## config.mk

```make
export PLATFORM = sky130hd
export DESIGN_NAME = rsr_regs
export DESIGN_NICKNAME = d
export VERILOG_FILES = /design/src/rsr_pkg.sv /design/src/rsr_timer.sv /design/src/rsr_ramp.sv /design/src/rsr_regs.sv
export SDC_FILE = /design/constraint.sdc
export NUM_CORES = 1
export LEC_CHECK = 0
export ABC_CLOCK_PERIOD_IN_PS = 7900
export BUFFER_PORTS_ARGS = -buffer_cell sky130_fd_sc_hd__buf_4
export CORE_MARGIN = 2
export CORE_UTILIZATION = 61
export DETAILED_ROUTE_END_ITERATION = 10
export GPL_ROUTABILITY_DRIVEN = 0
export HOLD_SLACK_MARGIN = 0.02
export PLACE_DENSITY_LB_ADDON = 0.2
export REMOVE_ABC_BUFFERS = 1
export SKIP_LAST_GASP = 1
export SLEW_MARGIN = 5
export SYNTH_ARGS = -nofsm -noshare
export SYNTH_HDL_FRONTEND = slang
export SYNTH_SLANG_ARGS = --single-unit
```

## constraint.sdc

```tcl
create_clock -name i_clk -period 7.9 [get_ports i_clk]
set_clock_uncertainty 0.1 [all_clocks]
set_input_delay 0.395 -clock i_clk [delete_from_list [all_inputs] [get_ports i_clk]]
set_output_delay 0.395 -clock i_clk [all_outputs]
set_load 0.05 [all_outputs]
```

## src/rsr_pkg.sv

```systemverilog
// constants for the rail setpoint and sequencing register block
package rsr_pkg;

  // register offsets
  localparam logic [7:0] ADDR_BUCK_BOOST = 8'h19;
  localparam logic [7:0] ADDR_RAMP_CTRL = 8'h1a;
  localparam logic [7:0] ADDR_LINEAR_REG = 8'h1b;
  localparam logic [7:0] ADDR_DLY_SELECT = 8'h20;
  localparam logic [7:0] ADDR_DLY_FACTOR = 8'h21;

  // field positions and widths
  localparam int SETPT_W = 6;
  localparam int STEP_W = 3;
  localparam int RAMP_GO_BIT = 7;
  localparam int RAMP_BYPASS_BIT = 6;
  localparam int PSKIP_BIT = 7;
  localparam int DLY_FACTOR_BIT = 7;
  localparam int TMR_W = 24;

  // reset values
  localparam logic [SETPT_W-1:0] BUCK_BOOST_RST = 6'h32;
  localparam logic PSKIP_RST = 1'b1;
  localparam logic [STEP_W-1:0] STEP_RST = 3'h6;
  localparam logic [SETPT_W-1:0] LINEAR_REG_RST = 6'h1f;
  localparam logic [7:0] DLY_SELECT_RST = 8'h00;
  localparam logic DLY_FACTOR_RST = 1'b0;

  // encodings
  localparam logic [STEP_W-1:0] STEP_IMMEDIATE = 3'h7;
  localparam logic [3:0] STROBE_FIRST = 4'h1;
  localparam logic [3:0] STROBE_LAST = 4'ha;
  localparam logic [3:0] STROBE_RAIL_MIN = 4'h3;
  localparam int N_RAILS = 5;

  // timing
  localparam int CLK_MHZ = 20;
  localparam int BASE_STEP_NS = 2500;
  localparam int BASE_STEP_CYC = BASE_STEP_NS * CLK_MHZ / 1000;
  localparam int DLY_SHORT_MS = 2;
  localparam int DLY_LONG_MS = 5;
  localparam int BLANK_MS = 5;
  localparam int DN_FACTOR = 10;
  localparam int DLY_SHORT_CYC = DLY_SHORT_MS * CLK_MHZ * 1000;
  localparam int DLY_LONG_CYC = DLY_LONG_MS * CLK_MHZ * 1000;
  localparam int BLANK_CYC = BLANK_MS * CLK_MHZ * 1000;

endpackage

```

## src/rsr_timer.sv

```systemverilog
// loadable down counter that pulses when its interval ends
`timescale 1ns/1ps
module rsr_timer (
  // clock and reset
  input wire logic i_clk,
  input wire logic i_rst_b,
  // control
  input wire logic i_load,
  input wire logic [rsr_pkg::TMR_W-1:0] i_count,
  // status
  output logic o_busy,
  output logic o_done
);

  logic [rsr_pkg::TMR_W-1:0] cnt_q;

  always_ff @(posedge i_clk or negedge i_rst_b) begin
    if (!i_rst_b) begin
      cnt_q <= '0;
      o_done <= 1'b0;
    end else begin
      o_done <= 1'b0;
      if (i_load) begin
        cnt_q <= i_count;
      end else if (cnt_q != '0) begin
        cnt_q <= cnt_q - 1'b1;
        o_done <= (cnt_q == {{(rsr_pkg::TMR_W-1){1'b0}}, 1'b1});
      end
    end
  end

  assign o_busy = (cnt_q != '0);

endmodule

```

## src/rsr_ramp.sv

```systemverilog
// one core rail: walks the active code toward a latched target
`timescale 1ns/1ps
module rsr_ramp (
  // clock and reset
  input wire logic i_clk,
  input wire logic i_rst_b,
  // control
  input wire logic i_start,
  input wire logic [rsr_pkg::SETPT_W-1:0] i_target,
  input wire logic i_step,
  input wire logic i_immediate,
  // state
  output logic [rsr_pkg::SETPT_W-1:0] o_code,
  output logic o_busy
);

  logic [rsr_pkg::SETPT_W-1:0] tgt_q;

  always_ff @(posedge i_clk or negedge i_rst_b) begin
    if (!i_rst_b) begin
      tgt_q <= '0;
      o_code <= '0;
      o_busy <= 1'b0;
    end else if (i_start) begin
      tgt_q <= i_target;
      o_busy <= 1'b1;
    end else if (o_busy) begin
      if (o_code == tgt_q) begin
        o_busy <= 1'b0;
      end else if (i_immediate) begin
        o_code <= tgt_q;
      end else if (i_step) begin
        // one code per step interval
        o_code <= (o_code < tgt_q) ? o_code + 1'b1 : o_code - 1'b1;
      end
    end
  end

endmodule

```

## src/rsr_regs.sv

```systemverilog
// rail setpoint, ramp control and power sequencing registers
//
// Behaviour
// - buck-boost setpoint bits 5:0, reset 32h
// - ramp control drives only both core rails
// - trigger bit write starts both core ramps
// - trigger bit self-clears when transition completes
// - bypass bit ramps on each setpoint update
// - step-time code selects time per step
// - step code 7h applies setpoint at once
// - linear setpoint bits 5:0, reset 1Fh
// - linear setpoint write blanks monitoring 5 ms
// - linear and delay registers need unlock
// - eight selectors pick 2 or 5 ms
// - multiplier bit scales power-down delays tenfold
// - power-up delays never scaled
// - strobe codes 3h..Ah enable rails
`timescale 1ns/1ps
module rsr_regs #(
  parameter int P_DLY_SHORT_CYC = rsr_pkg::DLY_SHORT_CYC,
  parameter int P_DLY_LONG_CYC = rsr_pkg::DLY_LONG_CYC,
  parameter int P_BLANK_CYC = rsr_pkg::BLANK_CYC
) (
  // clock and reset
  input wire logic i_clk,
  input wire logic i_rst_b,
  // register port from the serial interface logic
  input wire logic i_wr_en,
  input wire logic i_rd_en,
  input wire logic [7:0] i_addr,
  input wire logic [7:0] i_wr_data,
  input wire logic i_unlocked,
  output logic [7:0] o_rd_data,
  // core rail setpoints held in the neighbouring registers
  input wire logic [rsr_pkg::SETPT_W-1:0] i_core_a_setpoint,
  input wire logic [rsr_pkg::SETPT_W-1:0] i_core_b_setpoint,
  input wire logic i_core_setpoint_upd,
  // sequencing
  input wire logic i_pwr_up_req,
  input wire logic i_pwr_dn_req,
  input wire logic [rsr_pkg::N_RAILS*4-1:0] i_rail_strobe_codes,
  output logic o_strobe,
  output logic [3:0] o_strobe_num,
  output logic o_seq_busy,
  output logic [rsr_pkg::N_RAILS-1:0] o_rail_en,
  // regulator controls
  output logic [rsr_pkg::SETPT_W-1:0] o_core_a_code,
  output logic [rsr_pkg::SETPT_W-1:0] o_core_b_code,
  output logic o_ramp_busy,
  output logic [rsr_pkg::SETPT_W-1:0] o_buck_boost_code,
  output logic o_buck_boost_pskip,
  output logic [rsr_pkg::SETPT_W-1:0] o_linear_code,
  output logic o_linear_blank
);

  typedef enum logic [2:0] {
    SEQ_IDLE = 3'b001,
    SEQ_STROBE = 3'b010,
    SEQ_WAIT = 3'b100
  } rsr_seq_t;

  logic go_q;
  logic bypass_q;
  logic [rsr_pkg::STEP_W-1:0] step_sel_q;
  logic [7:0] dly_sel_q;
  logic dly_factor_q;
  logic [5:0] base_cnt_q;
  logic [6:0] step_cnt_q;
  logic step_tick_q;
  logic ramp_start;
  logic busy_a;
  logic busy_b;
  logic wr_ramp;
  logic wr_linear;
  logic wr_locked_ok;
  logic [6:0] step_limit;
  logic blank_load;
  logic blank_busy;
  rsr_seq_t seq_state_q;
  logic seq_up_q;
  logic [3:0] seq_idx_q;
  logic [3:0] seq_level_q;
  logic dly_load;
  logic [rsr_pkg::TMR_W-1:0] dly_count;
  logic dly_done;
  logic dly_bit;

  assign wr_ramp = i_wr_en && (i_addr == rsr_pkg::ADDR_RAMP_CTRL);
  assign wr_linear = i_wr_en && (i_addr == rsr_pkg::ADDR_LINEAR_REG);
  assign wr_locked_ok = i_wr_en && i_unlocked;

  // a trigger write or, in bypass, a setpoint update starts both core ramps
  assign ramp_start = (wr_ramp && i_wr_data[rsr_pkg::RAMP_GO_BIT])
    || (bypass_q && i_core_setpoint_upd);

  // ramp control register
  always_ff @(posedge i_clk or negedge i_rst_b) begin
    if (!i_rst_b) begin
      bypass_q <= 1'b0;
      step_sel_q <= rsr_pkg::STEP_RST;
    end else if (wr_ramp) begin
      bypass_q <= i_wr_data[rsr_pkg::RAMP_BYPASS_BIT];
      step_sel_q <= i_wr_data[rsr_pkg::STEP_W-1:0];
    end
  end

  // trigger bit: writing 0 leaves it alone; a new trigger wins over completion
  always_ff @(posedge i_clk or negedge i_rst_b) begin
    if (!i_rst_b) begin
      go_q <= 1'b0;
    end else if (wr_ramp && i_wr_data[rsr_pkg::RAMP_GO_BIT]) begin
      go_q <= 1'b1;
    end else if (go_q && !busy_a && !busy_b && !ramp_start) begin
      go_q <= 1'b0;
    end
  end

  // 2.5 us base tick; slower step codes count powers of two of it
  always_comb begin
    case (step_sel_q)
      3'h0: step_limit = 7'h40;
      3'h1: step_limit = 7'h20;
      3'h2: step_limit = 7'h10;
      3'h3: step_limit = 7'h08;
      3'h4: step_limit = 7'h04;
      3'h5: step_limit = 7'h02;
      default: step_limit = 7'h01;
    endcase
  end

  always_ff @(posedge i_clk or negedge i_rst_b) begin
    if (!i_rst_b) begin
      base_cnt_q <= '0;
      step_cnt_q <= '0;
      step_tick_q <= 1'b0;
    end else begin
      step_tick_q <= 1'b0;
      // restart on each ramp start so the first step gets a full interval
      if (ramp_start) begin
        base_cnt_q <= '0;
        step_cnt_q <= '0;
      end else if (base_cnt_q == 6'(rsr_pkg::BASE_STEP_CYC - 1)) begin
        base_cnt_q <= '0;
        if (step_cnt_q + 7'h01 >= step_limit) begin
          step_cnt_q <= '0;
          step_tick_q <= 1'b1;
        end else begin
          step_cnt_q <= step_cnt_q + 7'h01;
        end
      end else begin
        base_cnt_q <= base_cnt_q + 6'h01;
      end
    end
  end

  // only the two core rails see ramp control
  rsr_ramp u_ramp_a (
    .i_clk(i_clk),
    .i_rst_b(i_rst_b),
    .i_start(ramp_start),
    .i_target(i_core_a_setpoint),
    .i_step(step_tick_q),
    .i_immediate(step_sel_q == rsr_pkg::STEP_IMMEDIATE),
    .o_code(o_core_a_code),
    .o_busy(busy_a)
  );

  rsr_ramp u_ramp_b (
    .i_clk(i_clk),
    .i_rst_b(i_rst_b),
    .i_start(ramp_start),
    .i_target(i_core_b_setpoint),
    .i_step(step_tick_q),
    .i_immediate(step_sel_q == rsr_pkg::STEP_IMMEDIATE),
    .o_code(o_core_b_code),
    .o_busy(busy_b)
  );

  always_ff @(posedge i_clk or negedge i_rst_b) begin
    if (!i_rst_b) begin
      o_ramp_busy <= 1'b0;
    end else begin
      o_ramp_busy <= busy_a || busy_b || ramp_start;
    end
  end

  // buck-boost setpoint and pulse-skip bit; reserved codes are the host's to avoid
  always_ff @(posedge i_clk or negedge i_rst_b) begin
    if (!i_rst_b) begin
      o_buck_boost_code <= rsr_pkg::BUCK_BOOST_RST;
      o_buck_boost_pskip <= rsr_pkg::PSKIP_RST;
    end else if (i_wr_en && i_addr == rsr_pkg::ADDR_BUCK_BOOST) begin
      o_buck_boost_code <= i_wr_data[rsr_pkg::SETPT_W-1:0];
      o_buck_boost_pskip <= i_wr_data[rsr_pkg::PSKIP_BIT];
    end
  end

  // protected registers
  always_ff @(posedge i_clk or negedge i_rst_b) begin
    if (!i_rst_b) begin
      o_linear_code <= rsr_pkg::LINEAR_REG_RST;
      dly_sel_q <= rsr_pkg::DLY_SELECT_RST;
      dly_factor_q <= rsr_pkg::DLY_FACTOR_RST;
    end else if (wr_locked_ok) begin
      if (i_addr == rsr_pkg::ADDR_LINEAR_REG) begin
        o_linear_code <= i_wr_data[rsr_pkg::SETPT_W-1:0];
      end
      if (i_addr == rsr_pkg::ADDR_DLY_SELECT) begin
        dly_sel_q <= i_wr_data;
      end
      if (i_addr == rsr_pkg::ADDR_DLY_FACTOR) begin
        dly_factor_q <= i_wr_data[rsr_pkg::DLY_FACTOR_BIT];
      end
    end
  end

  // blanking follows any write attempt, so a refused write still masks the monitor
  assign blank_load = wr_linear;

  rsr_timer u_blank_tmr (
    .i_clk(i_clk),
    .i_rst_b(i_rst_b),
    .i_load(blank_load),
    .i_count(rsr_pkg::TMR_W'(P_BLANK_CYC)),
    .o_busy(blank_busy),
    .o_done()
  );

  always_ff @(posedge i_clk or negedge i_rst_b) begin
    if (!i_rst_b) begin
      o_linear_blank <= 1'b0;
    end else begin
      o_linear_blank <= blank_load || blank_busy;
    end
  end

  // delay after strobe n is selector n; going down, the one before strobe n
  always_comb begin
    dly_bit = 1'b0;
    if (seq_up_q) begin
      if (seq_idx_q <= 4'h8) begin
        dly_bit = dly_sel_q[3'(seq_idx_q - 4'h1)];
      end
    end else if (seq_idx_q >= 4'h2 && seq_idx_q <= 4'h9) begin
      dly_bit = dly_sel_q[3'(seq_idx_q - 4'h2)];
    end
    dly_count = dly_bit ? rsr_pkg::TMR_W'(P_DLY_LONG_CYC) : rsr_pkg::TMR_W'(P_DLY_SHORT_CYC);
    // the factor only stretches power-down waits
    if (!seq_up_q && dly_factor_q) begin
      dly_count = rsr_pkg::TMR_W'(dly_count * rsr_pkg::DN_FACTOR);
    end
  end

  assign dly_load = (seq_state_q == SEQ_STROBE)
    && !(seq_up_q ? seq_idx_q == rsr_pkg::STROBE_LAST : seq_idx_q == rsr_pkg::STROBE_FIRST);

  rsr_timer u_seq_tmr (
    .i_clk(i_clk),
    .i_rst_b(i_rst_b),
    .i_load(dly_load),
    .i_count(dly_count),
    .o_busy(),
    .o_done(dly_done)
  );

  // sequencer; requests are ignored while a sequence runs
  always_ff @(posedge i_clk or negedge i_rst_b) begin
    if (!i_rst_b) begin
      seq_state_q <= SEQ_IDLE;
      seq_up_q <= 1'b1;
      seq_idx_q <= rsr_pkg::STROBE_FIRST;
      seq_level_q <= 4'h0;
      o_strobe <= 1'b0;
      o_strobe_num <= 4'h0;
      o_seq_busy <= 1'b0;
    end else begin
      o_strobe <= 1'b0;
      case (seq_state_q)
        SEQ_IDLE: begin
          o_seq_busy <= i_pwr_up_req || i_pwr_dn_req;
          if (i_pwr_up_req) begin
            seq_up_q <= 1'b1;
            seq_idx_q <= rsr_pkg::STROBE_FIRST;
            seq_state_q <= SEQ_STROBE;
          end else if (i_pwr_dn_req) begin
            seq_up_q <= 1'b0;
            seq_idx_q <= rsr_pkg::STROBE_LAST;
            seq_state_q <= SEQ_STROBE;
          end
        end
        SEQ_STROBE: begin
          o_strobe <= 1'b1;
          o_strobe_num <= seq_idx_q;
          seq_level_q <= seq_up_q ? seq_idx_q : seq_idx_q - 4'h1;
          seq_state_q <= dly_load ? SEQ_WAIT : SEQ_IDLE;
          o_seq_busy <= dly_load;
        end
        SEQ_WAIT: begin
          if (dly_done) begin
            seq_idx_q <= seq_up_q ? seq_idx_q + 4'h1 : seq_idx_q - 4'h1;
            seq_state_q <= SEQ_STROBE;
          end
        end
        default: begin
          seq_state_q <= SEQ_IDLE;
        end
      endcase
    end
  end

  // a rail is on while the sequence has passed its strobe
  always_ff @(posedge i_clk or negedge i_rst_b) begin
    if (!i_rst_b) begin
      o_rail_en <= '0;
    end else begin
      for (int r = 0; r < rsr_pkg::N_RAILS; r++) begin
        o_rail_en[r] <= (i_rail_strobe_codes[r*4 +: 4] >= rsr_pkg::STROBE_RAIL_MIN)
          && (i_rail_strobe_codes[r*4 +: 4] <= rsr_pkg::STROBE_LAST)
          && (i_rail_strobe_codes[r*4 +: 4] <= seq_level_q);
      end
    end
  end

  // read port; reserved bits and unmapped offsets read zero
  always_ff @(posedge i_clk or negedge i_rst_b) begin
    if (!i_rst_b) begin
      o_rd_data <= 8'h00;
    end else if (i_rd_en) begin
      case (i_addr)
        rsr_pkg::ADDR_BUCK_BOOST: o_rd_data <= {o_buck_boost_pskip, 1'b0, o_buck_boost_code};
        rsr_pkg::ADDR_RAMP_CTRL: o_rd_data <= {go_q, bypass_q, 3'h0, step_sel_q};
        rsr_pkg::ADDR_LINEAR_REG: o_rd_data <= {2'h0, o_linear_code};
        rsr_pkg::ADDR_DLY_SELECT: o_rd_data <= dly_sel_q;
        rsr_pkg::ADDR_DLY_FACTOR: o_rd_data <= {dly_factor_q, 7'h00};
        default: o_rd_data <= 8'h00;
      endcase
    end
  end

endmodule

```

==> results.cfg <==
[pwr]
vdd_drop_max_uv = 173.2
pwr_density_cell_mw_per_mm2 = 299.6
leakagePower_nw = 4.597

[sta]
max_freq_mhz = 317.9
finalSetupTns_ns = 0
rsz0062_at_grt = no
fin_crit_sh = 0.3982
relSlewSlack = 0.3358
maxSlewViolCount = 0
worstMarginPinSlew_ns = 0.9887
finalSetupViolations = 0
layout_setup_ws_ns = 4.754
hold_violations = 0
fin_crit_ns = 3.146

[floorplan]
die-area_sq_mm = 0.01495
start_util = 0.6195
die_h_um = 122.3
row_count = 43
ios = 102
die_x_um = 122.3
core_sq_mm = 0.01377

[clock_tree]
cts_tree = built
ctsRootBufferMaster = clkbuf_16
cts_buffer_depth = 2
cts_buffers = 17
numClockSinks = 149
hold_buffers = 1
clkTransAtPathRegs_ns = 0.06
worstSkewPairLatency_ns = 0.42
cts_setup_buffers = 0
cts_resized = 0
htree_levels = 4

[place]
numPortBuffers = 101
postPlaceCellArea_sq_mm = 0.009455
place_inst = 1125
pre_cts_slack_ns = 4.695
hpwlAfterDp_um = 13080

[finish]
n_antenna_cell = 0
regArea_sq_mm = 0.003746
drive_gt1_frac = 0.2117
fillers = 1041
multiInputGateArea_sq_mm = 0.004512
final_cells = 1158
fin_util = 0.7328
fin_nets = 1090
fin_area_sq_mm = 0.01009
syn_to_final_growth_pct = 18.28

[synthesis]
synthAdderAreaFrac = 0.1029
yosysTopAreaCellShare = 0.3959
synth_top_family_by_area = simple AND/OR/NAND/NOR gates
synth_top_cell_by_area = dfrtp_1
synthXorXnorAreaFrac = 0.06466
ys.warnings.count = 0
synth_cells = 865
synth_compound_area_frac = 0.1119
synth_seq_area_share = 0.4390
synth_ff_type = dfrtp_1
ys_ff_latch = 149
ys_types = 60
synth_area_leaders = dfrtp_1, ha_1, mux2_2
synth_edf_count = 0
avgSynthCellArea_sq_um = 9.865
ys_async_sr_fraction = 1.000
synthMuxAreaShare = 0.07199
synth_area_sq_mm = 0.008533
synthSimpleGateAreaFrac = 0.1773

[setup_path]
worstPathRequired_ns = 8.09
cp-start-kind = register
endpoint_kind = register
cp.arrival_ns = 3.34
crit_path_max_incr_delay_ns = 0.66
critPathMaxFanout = 10
rrSetupSlack_ns = 4.75
cp_cell_sequence = inv_1 > ha_1 > mux4_2 > mux2_2 > a31oi_1 > inv_1 > ha_1 > nand2_1 > o21ai_0
crit_type = register to register
cp_slowest_cell = dfstp_2

[route]
vias = 6766
drt_iter0_drc = 479
wl_um = 18840
wl_per_cell_um = 16.27
vias_per_cell = 5.843
topRoutingLayerUsed = met4
met2_length_um = 8812
drt_first_pass_iters = 5
m1WireLength_um = 8702
route.met3.wl_um = 991
drc = 0
antenna_left = 0

[grt]
track_usage = 0.2638
grt_pass1_vias = 6383
grt_first_pass_wirelength_um = 30990
antenna_found_initial = 0
grt_overflow = 0
grt_max_degree = 77

[outcome]
status = complete, no violations

[job]
max_cap_viol_count = 0

[hold_path]
hold_class = input pin to register
-- layout make-up --
| cell class | count | area share |
|---|---|---|
| Multi-Input combinational cell | 644 | 0.4470 |
| Sequential cell | 149 | 0.3711 |
| Clock buffer | 23 | 0.04735 |
| Timing Repair Buffer | 107 | 0.08020 |
| Clock inverter | 9 | 0.01488 |
| Tap cell | 180 | 0.02231 |
| Inverter | 46 | 0.01711 |
-- sequential cells by signal, summed over array words and instances (netlist names), 5 cells and up --
register	cells
base_cnt_q	6
dly_sel_q	8
o_buck_boost_code	6
o_linear_code	6
o_rail_en	5
o_rd_data	8
step_cnt_q	7
u_blank_tmr.cnt_q	24
u_ramp_a.o_code	6
u_ramp_a.tgt_q	6
u_ramp_b.o_code	6
u_ramp_b.tgt_q	6
u_seq_tmr.cnt_q	24
-- path summary, 6_finish.rpt --
kind,from,endpoint,cells past startpoint
min in group asynchronous,i_rst_b,u_blank_tmr.cnt_q[14],2
hold / removal,i_core_b_setpoint[4],u_ramp_b.tgt_q[4],2
hold reg to reg,step_cnt_q[6],step_cnt_q[6],2
max in group asynchronous,i_rst_b,u_blank_tmr.cnt_q[17],3
setup / recovery,seq_idx_q[0],u_seq_tmr.cnt_q[14],9
setup reg to reg,seq_idx_q[0],u_seq_tmr.cnt_q[14],9
-- per-stage QoR --
step	hold WS, ns	power (mW)
floorplan	-0.0005911	1.867
global placement	0.3574	2.119
detailed placement	0.3573	2.153
CTS	0.08915	3.034
global route	0.08576	3.222
finish	0.1008	3.024
-- worst max-delay path, delay by kind of cell (launching register included) --
kind,cells,cell delay [ns]
adders and majority gates,2,0.63
DFF,1,0.66
and+or+nand+nor,1,0.06
muxes,2,0.80
AOI/OAI and AO/OA,2,0.44
buffers and inverters,2,0.31
-- cell families after synthesis --
kind of cell / after synthesis
buffers and inverters: 72
AOI/OAI and AO/OA: 154
and+or+nand+nor: 307
DFF: 149
adders and majority gates: 69
xor gates and xnor gates: 63
muxes: 51
-- cell usage after synthesis (3+ instances only) --
master,n
a41oi_1,5
nand3b_1,7
and3_1,5
xnor2_1,35
nor2_1,82
nor3_1,24
ha_1,67
buf_1,5
a21oi_1,47
a211oi_1,7
nand2b_1,11
nand3_1,29
a21boi_0,4
a21o_1,5
mux2i_1,4
a22o_1,5
nand2_1,79
nor4_1,11
o21ai_0,39
dfstp_2,14
inv_1,46
mux2_2,43
a222oi_1,3
a31oi_1,5
or4_1,6
or3_1,9
nor2b_1,11
xor2_1,28
nor3b_1,5
o22ai_1,13
nand4_1,14
dfrtp_1,135
clkbuf_1,19
mux4_2,4
-- layer usage --
metal  up-vias  global-route usage
li1       3284                   -
met1      3303              0.3672
met2       150              0.4135
met3        29             0.06227
met4         0             0.07902
met5         -                   0
-- power breakdown --
part / total [mW] / internal, mW / switching, mW
Clock: 0.863 / 0.552 / 0.310
Combinational: 1.05 / 0.450 / 0.597
Sequential: 1.11 / 0.937 / 0.178
-- cell usage in the layout (no fill, tap or decap), drive strengths merged, types with 7 or more instances in the layout --
| cell | instances |
|---|---|
| nor4 | 13 |
| nand4 | 14 |
| dfstp | 14 |
| buf | 106 |
| clkbuf | 23 |
| nand2 | 79 |
| xor2 | 28 |
| o22ai | 13 |
| nand2b | 11 |
| xnor2 | 35 |
| dfrtp | 135 |
| o21ai | 40 |
| or4 | 8 |
| a211oi | 7 |
| inv | 46 |
| ha | 67 |
| nand3 | 29 |
| nand3b | 7 |
| nor2 | 82 |
| mux2 | 43 |
| or3 | 9 |
| nor3 | 24 |
| nor2b | 11 |
| a21oi | 47 |
Power figures use the tool's default switching activity.
